## config.mk

```make
export PLATFORM = sky130hd
export DESIGN_NAME = rtcm_ctrl_match
export DESIGN_NICKNAME = d
export VERILOG_FILES = /design/src/rtl/rtcm_tick_gen.v /design/src/rtl/rtcm_ctrl_match.v
export VERILOG_INCLUDE_DIRS = /design/src /design/src/rtl
export SDC_FILE = /design/constraint.sdc
export NUM_CORES = 1
export LEC_CHECK = 0
export BUFFER_PORTS_ARGS = -buffer_cell sky130_fd_sc_hd__buf_4
export CORE_MARGIN = 2
export CORE_UTILIZATION = 60
export CTS_BUF_LIST = sky130_fd_sc_hd__clkbuf_8
export DETAILED_ROUTE_END_ITERATION = 10
export HOLD_SLACK_MARGIN = 0.12
export MAX_ROUTING_LAYER = met4
export PLACE_DENSITY = 0.85
export SLEW_MARGIN = 25
export SYNTH_ARGS = -nofsm -noshare
export SYNTH_HDL_FRONTEND = slang
export SYNTH_SLANG_ARGS = --single-unit
```

## constraint.sdc

```tcl
create_clock -name mclk -period 3.5 [get_ports mclk]
set_clock_uncertainty 0.05 [all_clocks]
set_input_delay 0.175 -clock mclk [delete_from_list [all_inputs] [get_ports mclk]]
set_output_delay 0.175 -clock mclk [all_outputs]
set_load 0.05 [all_outputs]
```

## src/rtl/rtcm_regs.vh

```
// Register offsets, field positions, reset values and timing figures of the clock block
`ifndef RTCM_REGS_VH
`define RTCM_REGS_VH

// Byte offsets
`define RTCM_OFS_CTRL 5'h00
`define RTCM_OFS_MATCH 5'h04
`define RTCM_OFS_IRQ_MASK 5'h10
`define RTCM_OFS_IRQ_STATUS 5'h14

// Control register fields
`define RTCM_CTRL_HOLD 0
`define RTCM_CTRL_MATCH_FLAG 2
`define RTCM_CTRL_WAKE_FLAG 3
`define RTCM_CTRL_ALARM_DPD 4
`define RTCM_CTRL_WAKE_DPD 5
`define RTCM_CTRL_FAST_EN 6
`define RTCM_CTRL_MAIN_EN 7
`define RTCM_CTRL_OSC_PD 8

// Interrupt status and mask fields
`define RTCM_IRQ_ALARM 0
`define RTCM_IRQ_WAKE 1

// Reset values
`define RTCM_MATCH_RESET 32'hffffffff
`define RTCM_MASK_RESET 2'h0

// Timing figures
`define RTCM_MCLK_HZ 20000000
`define RTCM_SEC_PERIOD_MS 1000
`define RTCM_FAST_PERIOD_US 1000

`endif

```

## src/rtl/rtcm_tick_gen.v

```verilog
// Tick divider: one-cycle pulse every DIV clocks while run is high
`timescale 1ns/1ns
module rtcm_tick_gen #(
    parameter DIV = 20000,
    parameter CW = 25
) (
    input wire mclk,
    input wire reset_n,
    input wire run,
    output reg tick
);
    localparam integer LAST_FULL = DIV - 1;
    localparam [CW-1:0] LAST = LAST_FULL[CW-1:0];

    reg [CW-1:0] count;

    // Count restarts from zero whenever run drops, so the first tick is a full period late
    always @(posedge mclk or negedge reset_n) begin
        if (!reset_n) begin
            count <= {CW{1'b0}};
            tick <= 1'b0;
        end else if (!run) begin
            count <= {CW{1'b0}};
            tick <= 1'b0;
        end else if (count == LAST) begin
            count <= {CW{1'b0}};
            tick <= 1'b1;
        end else begin
            count <= count + 1'b1;
            tick <= 1'b0;
        end
    end
endmodule

```

## src/rtl/rtcm_ctrl_match.v

```verilog
// Clock control bits, seconds counter, alarm compare and Avalon-MM register slave
`timescale 1ns/1ns
`include "rtcm_regs.vh"

// Behaviour
// Wake timeout exits deep power-down only when enabled
// Fast enable starts and stops the 1 kHz tick
// Fast enable ignored while main enable is low
// Fast disabled: no wake, wake flag cleared
// Main enable low stops both ticks and counting
// Software sets main enable; seconds then run
// First seconds increment one second after enabling
// Software loads seconds only with main enable low; count_load loads at any time outside hold
// Oscillator power-down stops all clock ticks
// Seconds equal match sets alarm, and wake when enabled
// Software writes zero to upper control bits
// Alarm flag set on match, write one clears
// Wake flag set on timeout, write one clears
// Hold bit keeps all but oscillator bit reset
// Seconds count up once per second when running
// Alarm output follows alarm flag until cleared
module rtcm_ctrl_match #(
    parameter SEC_CYCLES = (`RTCM_MCLK_HZ / 1000) * `RTCM_SEC_PERIOD_MS,
    parameter FAST_CYCLES = (`RTCM_MCLK_HZ / 1000000) * `RTCM_FAST_PERIOD_US
) (
    input wire mclk,
    input wire reset_n,
    input wire [4:0] avs_address,
    input wire avs_read,
    input wire avs_write,
    input wire [31:0] avs_writedata,
    input wire [3:0] avs_byteenable,
    output reg [31:0] avs_readdata,
    output reg avs_waitrequest,
    input wire count_load,
    input wire [31:0] count_load_value,
    input wire wake_timer_expired,
    output reg [31:0] seconds_count,
    output reg sec_tick,
    output reg fast_tick,
    output reg alarm_irq,
    output reg wake_irq,
    output reg dpd_wake,
    output reg osc_powerdown_out,
    output reg irq
);
    // Control fields
    reg soft_reset_hold;
    reg seconds_match_flag;
    reg wake_timeout_flag;
    reg alarm_deep_pd_enable;
    reg wake_timer_deep_pd_enable;
    reg fast_clock_enable;
    reg main_clock_enable;
    reg osc_powerdown;

    // Other registers
    reg [31:0] alarm_compare_value;
    reg [1:0] irq_mask;

    // Bus state
    reg ack_phase;

    // Tick pulses from the dividers
    wire slow_pulse;
    wire fast_pulse;

    // Derived enables
    wire osc_running;
    wire slow_run;
    wire fast_run;

    // Bus decode
    wire [31:0] byte_mask;
    wire wr_commit;
    wire sel_ctrl;
    wire sel_match;
    wire sel_mask;
    wire sel_status;
    wire [31:0] wdata_m;
    wire ctrl_wr;

    // Event and clear terms
    wire match_hit;
    wire alarm_clr;
    wire wake_clr;
    wire wake_set;

    // Next values
    reg next_seconds_match_flag;
    reg next_wake_timeout_flag;
    reg [31:0] next_readdata;
    wire [1:0] status_bits;
    wire [1:0] next_status_bits;
    reg next_alarm_irq;
    reg next_wake_irq;
    reg next_dpd_wake;
    reg next_irq;

    // Handshake terms
    wire req_take;
    wire read_take;

    // Byte lanes expanded to a bit mask
    genvar gi;
    generate
        for (gi = 0; gi < 4; gi = gi + 1) begin : g_lane
            assign byte_mask[gi*8 +: 8] = {8{avs_byteenable[gi]}};
        end
    endgenerate

    // Write lands at the edge where waitrequest is seen low
    assign wr_commit = avs_write && !avs_waitrequest;
    assign sel_ctrl = (avs_address == `RTCM_OFS_CTRL);
    assign sel_match = (avs_address == `RTCM_OFS_MATCH);
    assign sel_mask = (avs_address == `RTCM_OFS_IRQ_MASK);
    assign sel_status = (avs_address == `RTCM_OFS_IRQ_STATUS);
    assign wdata_m = avs_writedata & byte_mask;
    assign ctrl_wr = wr_commit && sel_ctrl;
    assign req_take = (avs_read || avs_write) && !ack_phase;
    assign read_take = req_take && avs_read;

    // Oscillator gating and clock enables
    assign osc_running = !osc_powerdown;
    assign slow_run = osc_running && main_clock_enable && !soft_reset_hold;
    assign fast_run = slow_run && fast_clock_enable;

    // One second divider; restarts on enable so first tick is one second later
    rtcm_tick_gen #(
        .DIV(SEC_CYCLES),
        .CW(25)
    ) u_slow (
        .mclk(mclk),
        .reset_n(reset_n),
        .run(slow_run),
        .tick(slow_pulse)
    );

    // Millisecond divider for the wake timer
    rtcm_tick_gen #(
        .DIV(FAST_CYCLES),
        .CW(25)
    ) u_fast (
        .mclk(mclk),
        .reset_n(reset_n),
        .run(fast_run),
        .tick(fast_pulse)
    );

    // Event and clear terms
    assign match_hit = (seconds_count == alarm_compare_value) && !soft_reset_hold;
    assign alarm_clr = wr_commit && ((sel_ctrl && wdata_m[`RTCM_CTRL_MATCH_FLAG])
        || (sel_status && wdata_m[`RTCM_IRQ_ALARM]));
    assign wake_clr = wr_commit && ((sel_ctrl && wdata_m[`RTCM_CTRL_WAKE_FLAG])
        || (sel_status && wdata_m[`RTCM_IRQ_WAKE]));
    assign wake_set = wake_timer_expired && fast_run;
    assign status_bits = {wake_timeout_flag, seconds_match_flag};

    // Flag next values; a set in the clearing cycle wins
    always @* begin
        next_seconds_match_flag = (seconds_match_flag && !alarm_clr) || match_hit;
        next_wake_timeout_flag = (wake_timeout_flag && !wake_clr) || wake_set;
        if (!fast_run) begin
            next_wake_timeout_flag = 1'b0;
        end
        if (soft_reset_hold) begin
            next_seconds_match_flag = 1'b0;
            next_wake_timeout_flag = 1'b0;
        end
    end

    // Hold bit; only a lane 0 write reaches it
    always @(posedge mclk or negedge reset_n) begin
        if (!reset_n) begin
            soft_reset_hold <= 1'b1;
        end else if (ctrl_wr && avs_byteenable[0]) begin
            soft_reset_hold <= avs_writedata[`RTCM_CTRL_HOLD];
        end
    end

    // Oscillator power-down, writable under hold like the hold bit itself
    always @(posedge mclk or negedge reset_n) begin
        if (!reset_n) begin
            osc_powerdown <= 1'b0;
        end else if (ctrl_wr && avs_byteenable[1]) begin
            osc_powerdown <= avs_writedata[`RTCM_CTRL_OSC_PD];
        end
    end

    // Enable fields; writes ignored and forced to reset while held
    always @(posedge mclk or negedge reset_n) begin
        if (!reset_n) begin
            alarm_deep_pd_enable <= 1'b0;
            wake_timer_deep_pd_enable <= 1'b0;
            fast_clock_enable <= 1'b0;
            main_clock_enable <= 1'b0;
        end else if (soft_reset_hold) begin
            alarm_deep_pd_enable <= 1'b0;
            wake_timer_deep_pd_enable <= 1'b0;
            fast_clock_enable <= 1'b0;
            main_clock_enable <= 1'b0;
        end else if (wr_commit && sel_ctrl && avs_byteenable[0]) begin
            alarm_deep_pd_enable <= avs_writedata[`RTCM_CTRL_ALARM_DPD];
            wake_timer_deep_pd_enable <= avs_writedata[`RTCM_CTRL_WAKE_DPD];
            fast_clock_enable <= avs_writedata[`RTCM_CTRL_FAST_EN];
            main_clock_enable <= avs_writedata[`RTCM_CTRL_MAIN_EN];
        end
    end

    // Sticky flags
    always @(posedge mclk or negedge reset_n) begin
        if (!reset_n) begin
            seconds_match_flag <= 1'b0;
            wake_timeout_flag <= 1'b0;
        end else begin
            seconds_match_flag <= next_seconds_match_flag;
            wake_timeout_flag <= next_wake_timeout_flag;
        end
    end

    // Match value, written per byte lane
    always @(posedge mclk or negedge reset_n) begin
        if (!reset_n) begin
            alarm_compare_value <= `RTCM_MATCH_RESET;
        end else if (soft_reset_hold) begin
            alarm_compare_value <= `RTCM_MATCH_RESET;
        end else if (wr_commit && sel_match) begin
            alarm_compare_value <= (alarm_compare_value & ~byte_mask) | wdata_m;
        end
    end

    // Interrupt mask, lane 0 only
    always @(posedge mclk or negedge reset_n) begin
        if (!reset_n) begin
            irq_mask <= `RTCM_MASK_RESET;
        end else if (soft_reset_hold) begin
            irq_mask <= `RTCM_MASK_RESET;
        end else if (wr_commit && sel_mask && avs_byteenable[0]) begin
            irq_mask <= avs_writedata[1:0];
        end
    end

    // Seconds counter: load from outside, else count on each second
    always @(posedge mclk or negedge reset_n) begin
        if (!reset_n) begin
            seconds_count <= 32'h00000000;
        end else if (soft_reset_hold) begin
            seconds_count <= 32'h00000000;
        end else if (count_load) begin
            seconds_count <= count_load_value;
        end else if (slow_pulse) begin
            seconds_count <= seconds_count + 32'h00000001;
        end
    end

    // Tick outputs for the wake timer and the seconds domain
    always @(posedge mclk or negedge reset_n) begin
        if (!reset_n) begin
            sec_tick <= 1'b0;
            fast_tick <= 1'b0;
        end else begin
            sec_tick <= slow_pulse;
            fast_tick <= fast_pulse;
        end
    end

    // Pin next values; a flag shows at its pin in the cycle it is stored
    assign next_status_bits = {next_wake_timeout_flag, next_seconds_match_flag};

    // Interrupt and wake levels before registering
    always @* begin
        next_alarm_irq = next_seconds_match_flag;
        next_wake_irq = next_wake_timeout_flag;
        next_dpd_wake = 1'b0;
        if (next_seconds_match_flag && alarm_deep_pd_enable) begin
            next_dpd_wake = 1'b1;
        end
        if (next_wake_timeout_flag && wake_timer_deep_pd_enable) begin
            next_dpd_wake = 1'b1;
        end
        next_irq = |(next_status_bits & irq_mask);
    end

    // Interrupt, wake and oscillator outputs
    always @(posedge mclk or negedge reset_n) begin
        if (!reset_n) begin
            alarm_irq <= 1'b0;
            wake_irq <= 1'b0;
            dpd_wake <= 1'b0;
            osc_powerdown_out <= 1'b0;
            irq <= 1'b0;
        end else begin
            alarm_irq <= next_alarm_irq;
            wake_irq <= next_wake_irq;
            dpd_wake <= next_dpd_wake;
            osc_powerdown_out <= osc_powerdown;
            irq <= next_irq;
        end
    end

    // Read data mux; unmapped offsets read zero
    always @* begin
        next_readdata = 32'h00000000;
        if (sel_ctrl) begin
            next_readdata[`RTCM_CTRL_HOLD] = soft_reset_hold;
            next_readdata[`RTCM_CTRL_MATCH_FLAG] = seconds_match_flag;
            next_readdata[`RTCM_CTRL_WAKE_FLAG] = wake_timeout_flag;
            next_readdata[`RTCM_CTRL_ALARM_DPD] = alarm_deep_pd_enable;
            next_readdata[`RTCM_CTRL_WAKE_DPD] = wake_timer_deep_pd_enable;
            next_readdata[`RTCM_CTRL_FAST_EN] = fast_clock_enable;
            next_readdata[`RTCM_CTRL_MAIN_EN] = main_clock_enable;
            next_readdata[`RTCM_CTRL_OSC_PD] = osc_powerdown;
        end else if (sel_match) begin
            next_readdata = alarm_compare_value;
        end else if (sel_mask) begin
            next_readdata[1:0] = irq_mask;
        end else if (sel_status) begin
            next_readdata[1:0] = status_bits;
        end
    end

    // Avalon handshake: one wait cycle, then waitrequest low for one cycle
    always @(posedge mclk or negedge reset_n) begin
        if (!reset_n) begin
            ack_phase <= 1'b0;
            avs_waitrequest <= 1'b1;
        end else if (ack_phase) begin
            ack_phase <= 1'b0;
            avs_waitrequest <= 1'b1;
        end else if (req_take) begin
            ack_phase <= 1'b1;
            avs_waitrequest <= 1'b0;
        end
    end

    // Read data taken in the request cycle; stands until the next read answer
    always @(posedge mclk or negedge reset_n) begin
        if (!reset_n) begin
            avs_readdata <= 32'h00000000;
        end else if (read_take) begin
            avs_readdata <= next_readdata;
        end
    end
endmodule

```

# Yosys cells after proc, flatten, opt, wreduce, memory -nomap -nowiden
# Cells that the tools add are included.
[totals]
ff_bits = 165
input_bits = 79
elab_cells = 119
out_inout_bits = 72
[op_classes]
n_bitwise = 5
n_eq_ne = 6
n_reduce_logical = 42
muxes = 40
n_addsub = 3
[ops]
columns = ["operator", "n"]
rows = [
  ["32-bit two-way mux", 5],
  ["25-bit two-way mux", 4],
  ["32-bit bitwise AND", 2],
  ["25-bit by 1-bit adder with 25-bit output (second input constant)", 2],
  ["32-bit by 1-bit adder with 32-bit output (second input constant)", 1],
  ["32-bit == test", 1],
  ["32-bit NOT", 1],
  ["32-bit OR", 1],
  ["30-bit two-way mux", 1],
  ["25-bit by 15-bit == test with 1-bit output (second input constant)", 1],
  ["25-bit == test (second input constant)", 1],
  ["1-bit logical AND", 24],
  ["1-bit two-way mux", 23],
  ["23-bit two-way mux", 1],
  ["5-bit == test (second input constant)", 2],
  ["2-bit two-way mux", 5],
  ["2-bit nonzero test", 4],
  ["7-bit two-way mux", 1],
  ["1-bit zero test", 6],
  ["5-bit by 3-bit == test with 1-bit output (second input constant)", 1],
  ["5-bit zero test", 1],
  ["1-bit logical OR", 5],
  ["3-bit nonzero test", 1],
  ["2-bit bitwise AND", 1],
  ["2-bit OR reduction", 1],
]

# Longest topological paths before layout
[logic_depth]
depth_word = 11
depth_mapped = 7

# By module
# From an unflattened synthesis, not the netlist that was laid out.
[unflattened]
hier_cells = 886
area_unflattened_um2 = 8569.5
[by_module_without_submodules]
columns = ["mod", "cells_per_inst", "area_per_inst_um2", "seq_area_each_um2", "instances"]
rows = [
  ["rtcm_ctrl_match", 609, 5841.9, 2870.3, 1],
  ["rtcm_tick_gen at u_slow", 145, 1395.1, 650.6, 1],
  ["rtcm_tick_gen at u_fast", 132, 1332.5, 650.6, 1],
]

# Worst setup path before layout
# No wires, ideal clock.
[synth_path]
path_type = "register -> register"
from = "register seconds_count[0]"
to = "register seconds_count[16]"
setup_ns = 0.094
required_ns = 3.356
stages_incl_launch_ff = 7
n_path_buf = 0
setup_slack_ns = 1.267
t_arrival_ns = 2.089
cell_sequence = "dfrtp_1 > ha_1 > nand2_1 > nor3_2 > nand4_1 > xor2_1 > a211oi_1"
[synth_between]
elab_chain_cells = 4
[synth_rtl]
columns = ["item", "line_no", "text"]
rows = [
  ["start: declaration", "rtcm_ctrl_match.v:38", "output reg [31:0] seconds_count,"],
  ["start signal: assignment", "rtcm_ctrl_match.v:250", "seconds_count <= count_load_value;"],
  ["start signal: assignment", "rtcm_ctrl_match.v:252", "seconds_count <= seconds_count + 32'h00000001;"],
  ["32-bit by 1-bit adder with 32-bit output", "rtcm_ctrl_match.v:252", ""],
  ["32-bit two-way mux", "rtcm_ctrl_match.v:251", "end else if (slow_pulse) begin"],
  ["32-bit two-way mux", "rtcm_ctrl_match.v:249", "end else if (count_load) begin"],
  ["32-bit two-way mux", "rtcm_ctrl_match.v:247", "end else if (soft_reset_hold) begin"],
]
# No other way between the ends. The select of a mux whose other input is x is not followed.
# A chain may end at the register's enable or synchronous reset.

# Worst setup path in the final report
[layout_path]
from = "register soft_reset_hold"
to = "register seconds_count[13]"
[layout_between]
elab_chain_cells = 1
word_cells_on_any_way = 2
classes_between = "mux (1); reduce/logical (1)"
[layout_rtl]
columns = ["item", "line_no", "text"]
rows = [
  ["start: declaration", "rtcm_ctrl_match.v:48", "reg soft_reset_hold;"],
  ["start signal: assignment", "rtcm_ctrl_match.v:177", "soft_reset_hold <= avs_writedata[`RTCM_CTRL_HOLD];"],
  ["3-bit nonzero test (no source line) or 32-bit two-way mux (tied branches)", "-", ""],
]
# Several ways; a longest one is shown, not always the timed one.

==> impl_metrics.ini <==
[logic_synthesis]
netlist.area_leader.share_pct = 39.95
synthCells = 847
synth.top_cells.by_count = nor2_1, dfrtp_1, nand2_1
synthFlopType = dfrtp_1
synthArstFlopShare_pct = 100.0
synth.area.top_cells = dfrtp_1, dfstp_2, xnor2_1
yosysMostFrequentCell = nor2_1
avgSynthCellArea_um2 = 9.689
synth_top_area_cell = dfrtp_1
syn-num-nets = 929
synth_warnings = 0
synthesis.area_um2 = 8207
ys_seq_elements = 165
yosysSeqAreaShare_pct = 50.83
ys_types = 49
synth_enable_flop_cells = 0

[worst_setup_path]
cp_common_cell = dlygate4sd3_1
reg2reg_depth = 5
critical_path_class = reg -> reg
start_kind = register
slowest_stage = dfstp_2
max_stage_delay_ps = 670
r2r_setup_slack_ps = 610
cp.required_ps = 3820
r2r_start = soft_reset_hold
endpoint_kind = register
crit_chain = buf_4 > a21oi_1 > dlygate4sd3_1 > o21a_1 > dlygate4sd3_1
arrival_ps = 3220
cp_max_fo = 67
reg2reg_to = seconds_count[13]

[floorplanning]
fp.dieW_um = 121.0
coreArea_um2 = 13300
io-pin-count = 151
dieArea_um2 = 14630
rows = 42
chipHeight_um = 121.0
start_util_pct = 61.73

[clock_network]
cts-root-buf = clkbuf_8
clk_pin_slew_ps = 90
htree_levels = 4
cts_resized = 0
cts_buffer_depth = 2
cts_tree = yes
cts_sinks = 165
cts_buffers = 17
insertion_delay_ps = 490

[detailed_routing]
wire_per_inst_um = 18.69
viasPerCell = 5.901
drt_wl_total_mm = 23.46
drc = 0
ant_nets = 0
drtIter0Drc = 740
num_vias = 7406
dr.pass1.iters = 5

[min_path]
hold_path.class = in -> async

[placed_design]
hpwlAfterDp_mm = 14.80
portBuffers = 150
gp_congestion = 0.8997
post-place-cells = 1136

[finish]
final-seq-area_um2 = 4172
fillerInstances = 827
multi_input_area_um2 = 3770
fin_nets = 1148
fin_util_pct = 80.25
syn_to_final_growth_pct = 30.00
instances_no_fill = 1255
n_antenna_cell = 0
final_layout_size_suffix_gt1_share_pct = 21.69

[grt]
grt_antenna_before_repair = 0
gr-total-overflow = 0
grt_pass1_vias = 7263
grt_start_max_net_pins = 103
grtUsageTotal_pct = 34.08
grt_pass1_wl_mm = 37.08

[timing]
rsz0062_at_grt = false
setup_tns_ps = 0
min_period_ps = 2894
hold_viol = 0
period_share_pct = 82.68
slew_violations = 0
clock.fmax_mhz = 345.6
finalSetupViolCount = 0
slew-limit-headroom_pct = 37.05
worst_slew_pin_slew_ps = 944.2

[power_and_ir_drop]
power_density_nw_per_um2 = 453.6
peakVddDrop_mv = 0.3582
total_leakage_power_nw = 4.725
p_total_mw = 4.839

[run]
maxCapViolations = 0

[status]
outcome = finished clean
power by group:
part           leakage (nW)  internal [mW]  total (mW)  switching (mW)
combinational          2.43          0.484        1.15           0.661
clock                 0.196          0.603        1.30           0.699
sequential             2.10           2.14        2.39           0.256
total                  4.72           3.22        4.84            1.62
layout make-up:
class / count / area share, %
clock buffer: 20 / 2.580
clock inverter: 12 / 0.8209
inverter: 23 / 0.8092
multi-input combinational: 616 / 35.33
sequential: 165 / 39.10
tap: 176 / 2.064
timing repair buffer: 243 / 19.29
flip-flops by register name (all words and copies together), names as in the netlist, 2 cells and up:
signal               cells
irq_mask                 2
alarm_compare_value     32
u_fast.count            25
u_slow.count            25
avs_readdata            32
seconds_count           32
layout by cell type (no fill, tap or decap), types with 7 or more instances in the layout:
cell type      instances
and3_1                17
nor2b_1               18
nor3_1                15
nand2_1               87
nand3_1               55
nand4_1               46
clkbuf_8              20
a21oi_1               11
and4_1                 8
clkinv_2               7
buf_4                154
xor2_1                46
nor2_1               135
nor4_1                10
xnor2_1               62
dlygate4sd3_1         87
dfstp_2               34
a211oi_1              19
dfrtp_1              131
mux2i_1                8
a221oi_1               7
a211o_1               32
inv_1                 24
through the flow:
stage	hold slack [ps]	setup slack (ps)	instance area, um^2
floorplan	-170.6	1267	8207
global placement	285.9	1131	9435
detailed placement	292.8	973.3	9435
CTS	311.3	728.8	10670
global route	324.4	422.2	10670
finish	297.1	606.1	10670
how the worst max path moves through the flow:
stage                     start                 to  slack, ps  cells after the start
2_1_floorplan  seconds_count[0]  seconds_count[16]       1270                      6
3_3_place_gp   u_slow.count[17]   u_slow.count[17]       1130                      5
3_5_place_dp   u_slow.count[17]   u_slow.count[19]        970                      5
4_1_cts        seconds_count[1]  seconds_count[14]        730                      7
5_1_grt        seconds_count[0]  seconds_count[14]        420                      7
6_report        soft_reset_hold  seconds_count[13]        610                      5
critical path, delay by kind of cell (launching register included):
kind | cells | cell delay, ps
compound gates | 2 | 250
buf+inv | 3 | 1810
flops | 1 | 670
routing by layer:
metal	up-vias	global-route usage, %	wire length, um
met1	3586	42.85	9247
met5	-	-	0
met4	0	15.26	952
met2	382	53.05	11440
li1	3355	-	-
met3	83	7.801	1812
kinds of logic after synthesis:
| kind of cell | synth area share (%) |
|---|---|
| XOR/XNOR | 11.53 |
| AO/OA/AOI/OAI | 7.471 |
| flip-flops | 50.83 |
| multiplexers | 1.662 |
| AND/OR/NAND/NOR | 24.79 |
| buffers and inverters | 3.263 |
| adder cells (fa/ha/maj) | 0.4574 |
timing repair:
action                     4_1_cts  5_1_grt
buffers inserted                 0        0
setup endpoints to repair        0        0
hold endpoints to repair       154        0
hold buffers                    87        0
Power figures use the tool's default switching activity.
